**src/rtl/serial_bus_pkg.sv**
```systemverilog
package serial_bus_pkg;
   // =====================================================
   // register byte offsets
   localparam logic [7:0] OFS_CTRL = 8'h00;
   localparam logic [7:0] OFS_TIMER_CTRL = 8'h04;
   localparam logic [7:0] OFS_DATA = 8'h08;
   localparam logic [7:0] OFS_STATUS = 8'h0C;
   localparam logic [7:0] OFS_IRQ_STAT = 8'h10;
   localparam logic [7:0] OFS_IRQ_MASK = 8'h14;
   // =====================================================
   // field positions and reset values
   localparam int PRESCALE_EXT_POS = 5;
   localparam int EV_DONE_POS = 0;
   localparam int EV_NACK_POS = 1;
   localparam logic [7:0] CTRL_RESET = 8'h00;
   localparam logic [7:0] BYTE_RESET = 8'h00;
   localparam logic [1:0] EV_RESET = 2'h0;
   localparam logic [3:0] BITS_WITH_ACK = 4'h9;
   localparam logic [3:0] BITS_NO_ACK = 4'h8;
   localparam logic [3:0] ACK_BIT_IDX = 4'h8;
   localparam logic [3:0] LAST_DATA_IDX = 4'h7;
   // divisors indexed by {prescale_extend, clock select}
   localparam logic [15:0][8:0] DIV_TABLE = {
      9'd256, 9'd224, 9'd200, 9'd160, 9'd128, 9'd96, 9'd80, 9'd56,
      9'd128, 9'd112, 9'd100, 9'd80, 9'd64, 9'd48, 9'd40, 9'd28};
   // =====================================================
   // control register layout, bit 7 down to bit 0
   typedef struct packed {
      logic iface_enable;
      logic iface_irq_enable;
      logic master_select;
      logic transmit_select;
      logic serial_format;
      logic [2:0] clk_sel;
   } ctrl_s;
   // open-drain pin pair
   typedef struct packed {
      logic scl;
      logic sda;
   } pins_s;
   typedef enum logic [1:0] {
      ST_IDLE,
      ST_LOW,
      ST_HIGH
   } xfer_state_e;
endpackage

```
**src/rtl/serial_bus_ctrl.sv**
```systemverilog
// Design decisions made here: register access over Wishbone and the register addresses.
`timescale 1ns/1ps
module serial_bus_ctrl
(
   input wire logic i_core_clk, // core clock
   input wire logic i_resetn, // sync reset, active low
   input wire logic i_wb_cyc, // bus cycle
   input wire logic i_wb_stb, // bus strobe
   input wire logic i_wb_we, // write enable
   input wire logic [7:0] i_wb_adr, // byte address
   input wire logic [3:0] i_wb_sel, // byte selects
   input wire logic [31:0] i_wb_dat, // write data
   output logic [31:0] o_wb_dat, // read data
   output logic o_wb_ack, // bus acknowledge
   input wire serial_bus_pkg::pins_s i_pins, // pin levels
   output serial_bus_pkg::pins_s o_pins, // pin out data, always low
   output serial_bus_pkg::pins_s o_pins_oe, // pin pull-low enables
   output logic o_port_mode, // pins free as general ports
   output logic o_irq // interrupt, level
);
   // =====================================================
   // divisor table lookup
   function automatic logic [8:0] divisor(input logic ext, input logic [2:0] sel);
      divisor = serial_bus_pkg::DIV_TABLE[{ext, sel}];
   endfunction

   // =====================================================
   // register file and bus slave
   serial_bus_pkg::ctrl_s ctrl_reg, ctrl_next;
   logic ext_reg, ext_next;
   logic [1:0] ev_reg, ev_next;
   logic [1:0] mask_reg, mask_next;
   logic ack_reg, ack_next;
   logic [31:0] rdat_reg, rdat_next;
   logic wr_commit;
   logic start_xfer;
   logic [1:0] ev_set;
   logic busy;
   logic [7:0] rx_reg, rx_next;
   logic ackin_reg, ackin_next;
   logic scl_f_reg, sda_f_reg;

   // write lands on the edge where the master sees ack
   assign wr_commit = i_wb_cyc & i_wb_stb & i_wb_we & ack_reg & i_wb_sel[0];
   assign start_xfer = wr_commit & (i_wb_adr == serial_bus_pkg::OFS_DATA)
      & ctrl_reg.iface_enable & ~busy;

   // next values of the register file
   always_comb
   begin
      ctrl_next = ctrl_reg;
      ext_next = ext_reg;
      mask_next = mask_reg;
      ev_next = ev_reg;
      rdat_next = rdat_reg;
      ack_next = i_wb_cyc & i_wb_stb & ~ack_reg;
      if (wr_commit)
      begin
         unique case (i_wb_adr)
            serial_bus_pkg::OFS_CTRL: ctrl_next = i_wb_dat[7:0];
            serial_bus_pkg::OFS_TIMER_CTRL: ext_next = i_wb_dat[serial_bus_pkg::PRESCALE_EXT_POS];
            serial_bus_pkg::OFS_IRQ_STAT: ev_next = ev_reg & ~i_wb_dat[1:0];
            serial_bus_pkg::OFS_IRQ_MASK: mask_next = i_wb_dat[1:0];
            default: ;
         endcase
      end
      // set beats clear in the same cycle
      ev_next = ev_next | ev_set;
      if (ack_next)
      begin
         rdat_next = 32'h0000_0000;
         unique case (i_wb_adr)
            serial_bus_pkg::OFS_CTRL: rdat_next[7:0] = ctrl_reg;
            serial_bus_pkg::OFS_TIMER_CTRL:
               rdat_next[serial_bus_pkg::PRESCALE_EXT_POS] = ext_reg;
            serial_bus_pkg::OFS_DATA: rdat_next[7:0] = rx_reg;
            serial_bus_pkg::OFS_STATUS: rdat_next[3:0] = {sda_f_reg, scl_f_reg, ackin_reg, busy};
            serial_bus_pkg::OFS_IRQ_STAT: rdat_next[1:0] = ev_reg;
            serial_bus_pkg::OFS_IRQ_MASK: rdat_next[1:0] = mask_reg;
            default: ;
         endcase
      end
   end

   // register the file
   always_ff @(posedge i_core_clk)
   begin
      if (!i_resetn)
      begin
         ctrl_reg <= serial_bus_pkg::CTRL_RESET;
         ext_reg <= 1'b0;
         ev_reg <= serial_bus_pkg::EV_RESET;
         mask_reg <= serial_bus_pkg::EV_RESET;
         ack_reg <= 1'b0;
         rdat_reg <= 32'h0000_0000;
      end
      else
      begin
         ctrl_reg <= ctrl_next;
         ext_reg <= ext_next;
         ev_reg <= ev_next;
         mask_reg <= mask_next;
         ack_reg <= ack_next;
         rdat_reg <= rdat_next;
      end
   end

   assign o_wb_ack = ack_reg;
   assign o_wb_dat = rdat_reg;
   assign o_irq = ctrl_reg.iface_irq_enable & |(ev_reg & mask_reg);

   // =====================================================
   // pin synchronisers, three stages with agreement filter
   logic [2:0] scl_s_reg, scl_s_next, sda_s_reg, sda_s_next;
   logic scl_f_next, sda_f_next;

   // a level counts once stages two and three agree
   always_comb
   begin
      scl_s_next = {scl_s_reg[1:0], i_pins.scl};
      sda_s_next = {sda_s_reg[1:0], i_pins.sda};
      scl_f_next = (scl_s_reg[1] == scl_s_reg[2]) ? scl_s_reg[2] : scl_f_reg;
      sda_f_next = (sda_s_reg[1] == sda_s_reg[2]) ? sda_s_reg[2] : sda_f_reg;
   end

   // idle bus is high, so reset to one
   always_ff @(posedge i_core_clk)
   begin
      if (!i_resetn)
      begin
         scl_s_reg <= 3'h7;
         sda_s_reg <= 3'h7;
         scl_f_reg <= 1'b1;
         sda_f_reg <= 1'b1;
      end
      else
      begin
         scl_s_reg <= scl_s_next;
         sda_s_reg <= sda_s_next;
         scl_f_reg <= scl_f_next;
         sda_f_reg <= sda_f_next;
      end
   end

   // =====================================================
   // byte transfer engine
   serial_bus_pkg::xfer_state_e st_reg, st_next;
   logic [7:0] cnt_reg, cnt_next;
   logic [3:0] bit_reg, bit_next;
   logic [7:0] sh_reg, sh_next;
   logic [8:0] div_reg, div_next;
   logic scl_oe_reg, scl_oe_next, sda_oe_reg, sda_oe_next;
   logic scl_prev_reg;
   logic [3:0] nbits;
   logic phase_end, rise_seen, fall_seen, last_bit, sample;

   assign busy = (st_reg != serial_bus_pkg::ST_IDLE);
   // acknowledge bit present only in ack format
   assign nbits = ctrl_reg.serial_format ? serial_bus_pkg::BITS_NO_ACK
      : serial_bus_pkg::BITS_WITH_ACK;
   assign last_bit = (bit_reg == nbits - 4'h1);
   assign rise_seen = scl_f_reg & ~scl_prev_reg;
   assign fall_seen = ~scl_f_reg & scl_prev_reg;
   // master counts halves, slave follows the line
   assign phase_end = ctrl_reg.master_select ? (cnt_reg == 8'h00)
      : ((st_reg == serial_bus_pkg::ST_LOW) ? rise_seen : fall_seen);
   assign sample = sda_f_reg;

   // next state of the engine
   always_comb
   begin
      st_next = st_reg;
      cnt_next = cnt_reg;
      bit_next = bit_reg;
      sh_next = sh_reg;
      div_next = div_reg;
      scl_oe_next = scl_oe_reg;
      sda_oe_next = sda_oe_reg;
      rx_next = rx_reg;
      ackin_next = ackin_reg;
      ev_set = 2'h0;
      if (cnt_reg != 8'h00)
      begin
         cnt_next = cnt_reg - 8'h01;
      end
      unique case (st_reg)
         serial_bus_pkg::ST_IDLE:
         begin
            scl_oe_next = 1'b0;
            sda_oe_next = 1'b0;
            if (start_xfer)
            begin
               div_next = divisor(ext_reg, ctrl_reg.clk_sel);
               sh_next = i_wb_dat[7:0];
               bit_next = 4'h0;
               st_next = serial_bus_pkg::ST_LOW;
               cnt_next = div_next[8:1] - 8'h01;
            end
         end
         serial_bus_pkg::ST_LOW:
         begin
            scl_oe_next = ctrl_reg.master_select;
            if (bit_reg == serial_bus_pkg::ACK_BIT_IDX)
            begin
               sda_oe_next = ~ctrl_reg.transmit_select;
            end
            else
            begin
               sda_oe_next = ctrl_reg.transmit_select & ~sh_reg[7];
            end
            if (phase_end)
            begin
               st_next = serial_bus_pkg::ST_HIGH;
               cnt_next = div_reg[8:1] - 8'h01;
            end
         end
         serial_bus_pkg::ST_HIGH:
         begin
            scl_oe_next = 1'b0;
            if (phase_end)
            begin
               if (bit_reg == serial_bus_pkg::ACK_BIT_IDX)
               begin
                  ackin_next = sample;
                  ev_set[serial_bus_pkg::EV_NACK_POS] = ctrl_reg.transmit_select & sample;
               end
               else
               begin
                  sh_next = {sh_reg[6:0], sample};
               end
               if (bit_reg == serial_bus_pkg::LAST_DATA_IDX)
               begin
                  rx_next = {sh_reg[6:0], sample};
               end
               if (last_bit)
               begin
                  st_next = serial_bus_pkg::ST_IDLE;
                  sda_oe_next = 1'b0;
                  ev_set[serial_bus_pkg::EV_DONE_POS] = 1'b1;
               end
               else
               begin
                  st_next = serial_bus_pkg::ST_LOW;
                  bit_next = bit_reg + 4'h1;
                  cnt_next = div_reg[8:1] - 8'h01;
               end
            end
         end
      endcase
      // disabling releases both pins at once
      if (!ctrl_reg.iface_enable)
      begin
         st_next = serial_bus_pkg::ST_IDLE;
         scl_oe_next = 1'b0;
         sda_oe_next = 1'b0;
      end
   end

   // register the engine
   always_ff @(posedge i_core_clk)
   begin
      if (!i_resetn)
      begin
         st_reg <= serial_bus_pkg::ST_IDLE;
         cnt_reg <= 8'h00;
         bit_reg <= 4'h0;
         sh_reg <= serial_bus_pkg::BYTE_RESET;
         div_reg <= 9'h000;
         scl_oe_reg <= 1'b0;
         sda_oe_reg <= 1'b0;
         rx_reg <= serial_bus_pkg::BYTE_RESET;
         ackin_reg <= 1'b0;
         scl_prev_reg <= 1'b1;
      end
      else
      begin
         st_reg <= st_next;
         cnt_reg <= cnt_next;
         bit_reg <= bit_next;
         sh_reg <= sh_next;
         div_reg <= div_next;
         scl_oe_reg <= scl_oe_next;
         sda_oe_reg <= sda_oe_next;
         rx_reg <= rx_next;
         ackin_reg <= ackin_next;
         scl_prev_reg <= scl_f_reg;
      end
   end

   // =====================================================
   // pin drive, open drain: only ever pulls low
   assign o_pins = '0;
   assign o_pins_oe = {scl_oe_reg, sda_oe_reg};
   assign o_port_mode = ~ctrl_reg.iface_enable;
endmodule

```
**config.mk**
```make
export PLATFORM = sky130hd
export DESIGN_NAME = serial_bus_ctrl
export DESIGN_NICKNAME = d
export VERILOG_FILES = /design/src/rtl/serial_bus_pkg.sv /design/src/rtl/serial_bus_ctrl.sv
export SDC_FILE = /design/constraint.sdc
export NUM_CORES = 1
export LEC_CHECK = 0
export BUFFER_PORTS_ARGS = -buffer_cell sky130_fd_sc_hd__buf_2
export CAP_MARGIN = 20
export CELL_PAD_IN_SITES_DETAIL_PLACEMENT = 1
export CELL_PAD_IN_SITES_GLOBAL_PLACEMENT = 2
export CORE_UTILIZATION = 36
export CTS_BUF_LIST = sky130_fd_sc_hd__clkbuf_8
export DETAILED_ROUTE_END_ITERATION = 16
export MAX_ROUTING_LAYER = met4
export PLACE_DENSITY_LB_ADDON = 0.1
export REMOVE_ABC_BUFFERS = 1
export SLEW_MARGIN = 30
export SYNTH_ARGS = -nofsm -noshare
export SYNTH_HDL_FRONTEND = slang
export SYNTH_SLANG_ARGS = --single-unit
```
**constraint.sdc**
```tcl
create_clock -name i_core_clk -period 5.4 [get_ports i_core_clk]
set_input_delay 0.81 -clock i_core_clk [delete_from_list [all_inputs] [get_ports i_core_clk]]
set_output_delay 0.81 -clock i_core_clk [all_outputs]
set_load 0.005 [all_outputs]
```
# Yosys cells after proc, flatten, opt, wreduce, memory -nomap -nowiden
# Memories as Yosys holds them, arrays and structs flattened.
# Index checks and enable logic that the tools add are counted.
[totals] word_cells=132 n_memories=1 rom_bits=144 register_bits=73 output_inout_bits=39
[op_classes] add_sub_neg=5 n_mux=39 n_reduce_logical=19 n_bitwise=24 n_eq_ne=18 magnitude_cmp=1
[mem_list] name="(no name shown)" depth=16 width=9 rd=1 rd_clocked_by_memory_dff=0 wr=0 line="serial_bus_ctrl.sv:24" source="divisor = serial_bus_pkg::DIV_TABLE[{ext, sel}];"
[ops] cell="two-way mux 8 bit" count=8
[ops] cell="one-hot mux 8 bit (3 select lines)" count=1
[ops] cell="subtractor 8 x 1 -> 8 bit, second input constant" count=3
[ops] cell="== test 8 x 4 -> 1 bit, second input constant" count=2
[ops] cell="== test 8 x 5 -> 1 bit, second input constant" count=2
[ops] cell="logical NOT 8 bit" count=2
[ops] cell="one-hot mux 8 bit (2 select lines)" count=1
[ops] cell="two-way mux 2 bit" count=7
[ops] cell="bitwise AND 1 bit" count=13
[ops] cell="two-way mux 4 bit" count=3
[ops] cell="!= test 2 bit, second input constant" count=6
[ops] cell="one-hot mux 2 bit (3 select lines)" count=2
[ops] cell="AND reduction 2 bit" count=6
[ops] cell="one-hot mux 2 bit (5 select lines)" count=1
[ops] cell="two-way mux 1 bit" count=9
[ops] cell="two-way mux 9 bit" count=1
[ops] cell="AND reduction 3 bit" count=3
[ops] cell="== test 8 x 3 -> 1 bit, second input constant" count=1
[ops] cell="one-hot mux 4 bit (2 select lines)" count=1
[ops] cell="AND reduction 4 bit" count=2
[ops] cell="nonzero test 8 bit" count=1
[ops] cell="inverter 1 bit" count=7
[ops] cell="one-hot mux 1 bit (3 select lines)" count=2
[ops] cell="less-than comparator 4 x 5 -> 1 bit, second input constant" count=1
[ops] cell="16 further kinds" count=21

# Logic depth before layout (Yosys ltp)
[depth] depth_word=9 mapped_depth=12

# Worst setup path before layout
# No wires, ideal clock.
[synth_timing] path_type="register to register" start="register ext_reg" end="register cnt_reg[7]" setup_ps=127 stages_incl_launch_ff=11 t_required_ps=5273 t_arrival_ps=2550 n_path_buf=2 setup_slack_ps=2723 synth_period_minus_slack_ps=2677 cell_sequence="dfxtp_1 > clkbuf_1 > clkbuf_1 > a21oi_1 > ha_1 > or4b_1 > o311ai_0 > a21oi_1 > and3_1 > o211ai_1 > or3b_1"
[synth_via] elab_chain_cells=5
[synth_lines] element="from (decl)" line="serial_bus_ctrl.sv:30" source="logic ext_reg, ext_next;"
[synth_lines] element="from (signal assigned)" line="serial_bus_ctrl.sv:100" source="ext_reg <= ext_next;"
[synth_lines] element="memory (16 x 9 bit)"
[synth_lines] element="two-way mux 9 bit (implied by the code)" line="serial_bus_ctrl.sv:24"
[synth_lines] element="subtractor 8 x 1 -> 8 bit" line="serial_bus_ctrl.sv:197" source="cnt_next = div_next[8:1] - 8'h01;"
[synth_lines] element="two-way mux 8 bit" line="serial_bus_ctrl.sv:191" source="if (start_xfer)"
[synth_lines] element="one-hot mux 8 bit (3 select lines)" line="serial_bus_ctrl.sv:186" source="unique case (st_reg)"
[synth_lines] element="to (signal assigned)" line="serial_bus_ctrl.sv:278" source="cnt_reg <= cnt_next;"
[synth_lines] element="to (decl)" line="serial_bus_ctrl.sv:148" source="logic [7:0] cnt_reg, cnt_next;"
# Every way passes these cells. The select of a mux whose other input is x is not followed.
# A chain may end at the register's enable or synchronous reset.

# Final worst setup path
[layout_timing] start="register ctrl_reg[1] (netlist name)" end="register cnt_reg[7]"
[layout_via] elab_chain_cells=5
[layout_lines] element="from (decl)" line="serial_bus_ctrl.sv:29" source="serial_bus_pkg::ctrl_s ctrl_reg, ctrl_next;"
[layout_lines] element="from (signal assigned)" line="serial_bus_ctrl.sv:90" source="ctrl_reg <= serial_bus_pkg::CTRL_RESET;"
[layout_lines] element="from (signal assigned)" line="serial_bus_ctrl.sv:99" source="ctrl_reg <= ctrl_next;"
[layout_lines] element="memory (16 x 9 bit)"
[layout_lines] element="two-way mux 9 bit (implied by the code)" line="serial_bus_ctrl.sv:24"
[layout_lines] element="subtractor 8 x 1 -> 8 bit" line="serial_bus_ctrl.sv:197"
[layout_lines] element="two-way mux 8 bit" line="serial_bus_ctrl.sv:191"
[layout_lines] element="one-hot mux 8 bit (3 select lines)" line="serial_bus_ctrl.sv:186"
# Every way passes these cells. The select of a mux whose other input is x is not followed.

==> run summary <==
=================================================================================
Run status                                                           finished clean
Maximum level of the CTS H-tree                                                 3
Total number of vias                                                         3510
Classification of the worst-slack hold path                          register to register
Number of buffer and inverter stages on the critical path                       2
Startpoint class of the critical path                                    register
Mean Syn Cell Area                                                     8.60 sq um
Type of the setup path with the least slack                          register to register
Most common flop cell mapped by yosys                                sky130_fd_sc_hd__dfxtp_1
Post-synth EDFFs                                                                0
Total area of multi-input combinational cells                          2560 sq um
Remaining Overflow, GRT                                                         0
Count of final hold-check violations                                            0
Setup repair after global routing missed its margin                         false
Number of cells produced by synthesis                                         494
Post-CTS Hold Fix Bufs                                                          0
Layout-stage area growth over the synthesis result                          9.10%
Share of the synthesized area in the top cell type                          0.335
Total number of yosys warnings                                                  0
FILL cells                                                                   1384
Vias in the first global route                                               3521
Wire per inst                                                             16.5 um
Largest net degree at the start of global routing                              38
Number of distinct library cells after synthesis                               63
Quantity of gates resized following cts                                         0
Flip-flop and latch count after synthesis                                      71
Number of antenna repair diodes                                                 0
Mapped cell area                                                       4250 sq um
Maximum fanout count along the critical path                                   10
Initial antenna violation count                                                 0
Capturing instance or port of the critical path                        cnt_reg[7]
Arrival time reported for the critical path endpoint                      3520 ps
Dominant delay contributor by cell family on the critical path       compound AO/OA/AOI/OAI gates
Fmax                                                                      306 MHz
Endpoint class of the critical path                                      register
Number of DRC markers after the initial detailed-route iteration              151
Register-to-register setup slack                                          2130 ps
Cell depth of the worst flop-to-flop path                                      12
Final worst-path cycle share                                                0.605
DRC errors left                                                                 0
Share of async-settable or async-resettable flops after synthesis               0
Cell count along the critical path                                             12
Worst max-slew margin expressed relative to the limit                       0.544
CP cell instances                                                    inv_1 > ha_1 > mux2i_1 > inv_1 > a21oi_1 > ha_1 > or4b_1 > o311ai_0 > a21oi_1 > a31oi_1 > o211ai_1 > or3b_1
Maximum buffer depth of the clock tree                                          2
Min setup slack post-route                                                2130 ps
Via density per instance                                                     5.27
Floorplan die width                                                        111 um
Pleak                                                                     1.97 nW
Detailed placement HPWL                                                   8.18 mm
Row cnt                                                                        39
Slowest CP cell                                                      sky130_fd_sc_hd__dfxtp_1
Number of max-cap violations                                                    0
Setup TNS Final                                                              0 ps
Number of endpoints failing setup at the final stage                            0
Standard cell core area                                               11500 sq um
Required time at the worst-slack endpoint                                 5650 ps
Library cell with the largest summed area after synthesis            sky130_fd_sc_hd__dfxtp_1
Transition at the pin with the smallest max-transition slack               678 ps
Number of CTS-inserted buffers                                                  9
FF/Latch Area                                                          1420 sq um
Min-Delay Startpoint                                                 sda_s_reg[0]
Crit path largest cell delay                                               570 ps
Pins Over Slew Limit                                                            0
Global-route wire length before repair                                    18.3 mm
I/O Buffers                                                                    36
All-Layer GR Usage                                                          0.194
Final estimated routing congestion in global placement                      0.763
IR Drop Worst-Case VDD                                                     165 uV
Post-synthesis sequential area ratio                                        0.335
Critical R2R Launch                                                   ctrl_reg[1]
Fraction of final layout cells sized beyond drive strength 1                0.143
Io pins                                                                        90
Minimum setup slack after placement                                       2140 ps
PD cells                                                              273 nW/um^2
Clock-pin slew on the worst setup and hold paths                            80 ps
Buffers inserted by post-CTS timing repair                                      0
Total Die Area                                                        12200 sq um
Cell types with the highest counts after synthesis                   sky130_fd_sc_hd__dfxtp_1, sky130_fd_sc_hd__nand2_1, sky130_fd_sc_hd__mux2i_1
Clock latency of the later-clocked register in the worst-skew pair         360 ps
Die Span Y                                                                 111 um
Post-layout utilization of the core                                         0.404
Initial standard-cell utilization of the core                               0.370
Clk_skew                                                                  7.30 ps
Num Clock Sinks                                                                71
Cells taking the most area after synthesis                           sky130_fd_sc_hd__dfxtp_1, sky130_fd_sc_hd__mux2i_1, sky130_fd_sc_hd__buf_4
Destination of the worst register-to-register timing path              cnt_reg[7]
Routed WL                                                                 11.0 mm
Net count reported at finish                                                  583
Antenna violation net count after detailed routing                              0
Root buffer cell                                                     sky130_fd_sc_hd__clkbuf_8
Clock tree from TritonCTS                                                     yes
Time the worst path needs with I/O delays and setup                       3270 ps
Timing startpoint of the critical path                                ctrl_reg[1]
Drt first pass iters                                                            5
Most repeated cell in the gate-level netlist after synthesis         sky130_fd_sc_hd__dfxtp_1
=================================================================================
report_power, final:
group | internal, mW | leakage, nW | switching [mW]
clock | 0.257 | 0.106 | 0.218
sequential | 0.548 | 0.575 | 0.0271
combinational | 0.0941 | 1.29 | 0.124
cells in the final DEF (no fill, tap or decap), types with 3 or more instances in the layout:
cell type / instances
sky130_fd_sc_hd__o21ai_0: 23
sky130_fd_sc_hd__nand2b_1: 10
sky130_fd_sc_hd__mux2_2: 4
sky130_fd_sc_hd__and2_1: 8
sky130_fd_sc_hd__mux2i_1: 35
sky130_fd_sc_hd__clkbuf_8: 9
sky130_fd_sc_hd__o31ai_1: 4
sky130_fd_sc_hd__xnor2_1: 8
sky130_fd_sc_hd__o22ai_1: 5
sky130_fd_sc_hd__nand3_1: 14
sky130_fd_sc_hd__nor3b_1: 7
sky130_fd_sc_hd__o31a_1: 3
sky130_fd_sc_hd__a21boi_0: 11
sky130_fd_sc_hd__a22oi_1: 6
sky130_fd_sc_hd__a21oi_1: 11
sky130_fd_sc_hd__conb_1: 26
sky130_fd_sc_hd__nand4_1: 4
sky130_fd_sc_hd__o211a_1: 9
sky130_fd_sc_hd__and3_1: 4
sky130_fd_sc_hd__buf_2: 36
sky130_fd_sc_hd__ha_1: 13
sky130_fd_sc_hd__nor2_1: 25
sky130_fd_sc_hd__dfxtp_1: 71
sky130_fd_sc_hd__nor2b_1: 30
sky130_fd_sc_hd__inv_1: 19
sky130_fd_sc_hd__xor2_1: 4
sky130_fd_sc_hd__nand2_1: 52
sky130_fd_sc_hd__nor3_1: 13
sky130_fd_sc_hd__or3b_1: 3
how the worst min path moves through the flow:
stage / endpoint / slack, ps / depth (start not counted)
floorplan: scl_s_reg[1] / 390 / 1
global placement: sda_s_reg[1] / 390 / 1
detailed placement: sda_s_reg[1] / 400 / 1
CTS: sda_s_reg[1] / 420 / 1
global route: scl_s_reg[1] / 440 / 1
finish: sda_s_reg[1] / 420 / 1
final cells by class:
cell class / count / share of cell area
Clock buffer: 9 / 0.0267
Clock inverter: 7 / 0.0192
Inverter: 18 / 0.0146
Multi-Input combinational cell: 380 / 0.552
Sequential cell: 71 / 0.307
Tap cell: 143 / 0.0386
Timing Repair Buffer: 38 / 0.0421
through the flow:
| step | cells | cell area (sq um) | hold slack [ps] | total power, mW |
|---|---|---|---|---|
| 3_5_place_dp | 650 | 4420 | 402 | 0.806 |
| 5_1_grt | 666 | 4630 | 438 | 1.34 |
| 6_report | 666 | 4630 | 416 | 1.27 |
| 3_3_place_gp | 650 | 4420 | 388 | 0.797 |
| 2_1_floorplan | 469 | 4050 | 386 | 0.737 |
| 4_1_cts | 666 | 4630 | 422 | 1.29 |
layer usage:
metal | track usage | wire length (um) | up-vias
met1 | 0.245 | 5260 | 1710
met5 | - | 0 | -
li1 | - | - | 1737
met2 | 0.316 | 5300 | 48
met3 | 0.0296 | 247 | 15
met4 | 0.0667 | 163 | 0
logic make-up (layout without fill, tap and decap cells):
group           after synthesis  count (layout)  share of synthesized area
simple gates                196             196                      0.261
buf+inv                      68              72                     0.0857
other cells                   1              26                   0.000883
compound gates               93              93                      0.159
mux                          39              39                     0.0931
fa+ha+maj                    14              14                     0.0412
flops                        71              71                      0.335
xor+xnor                     12              12                     0.0247
No activity file was read; power rests on OpenSTA's default activity.
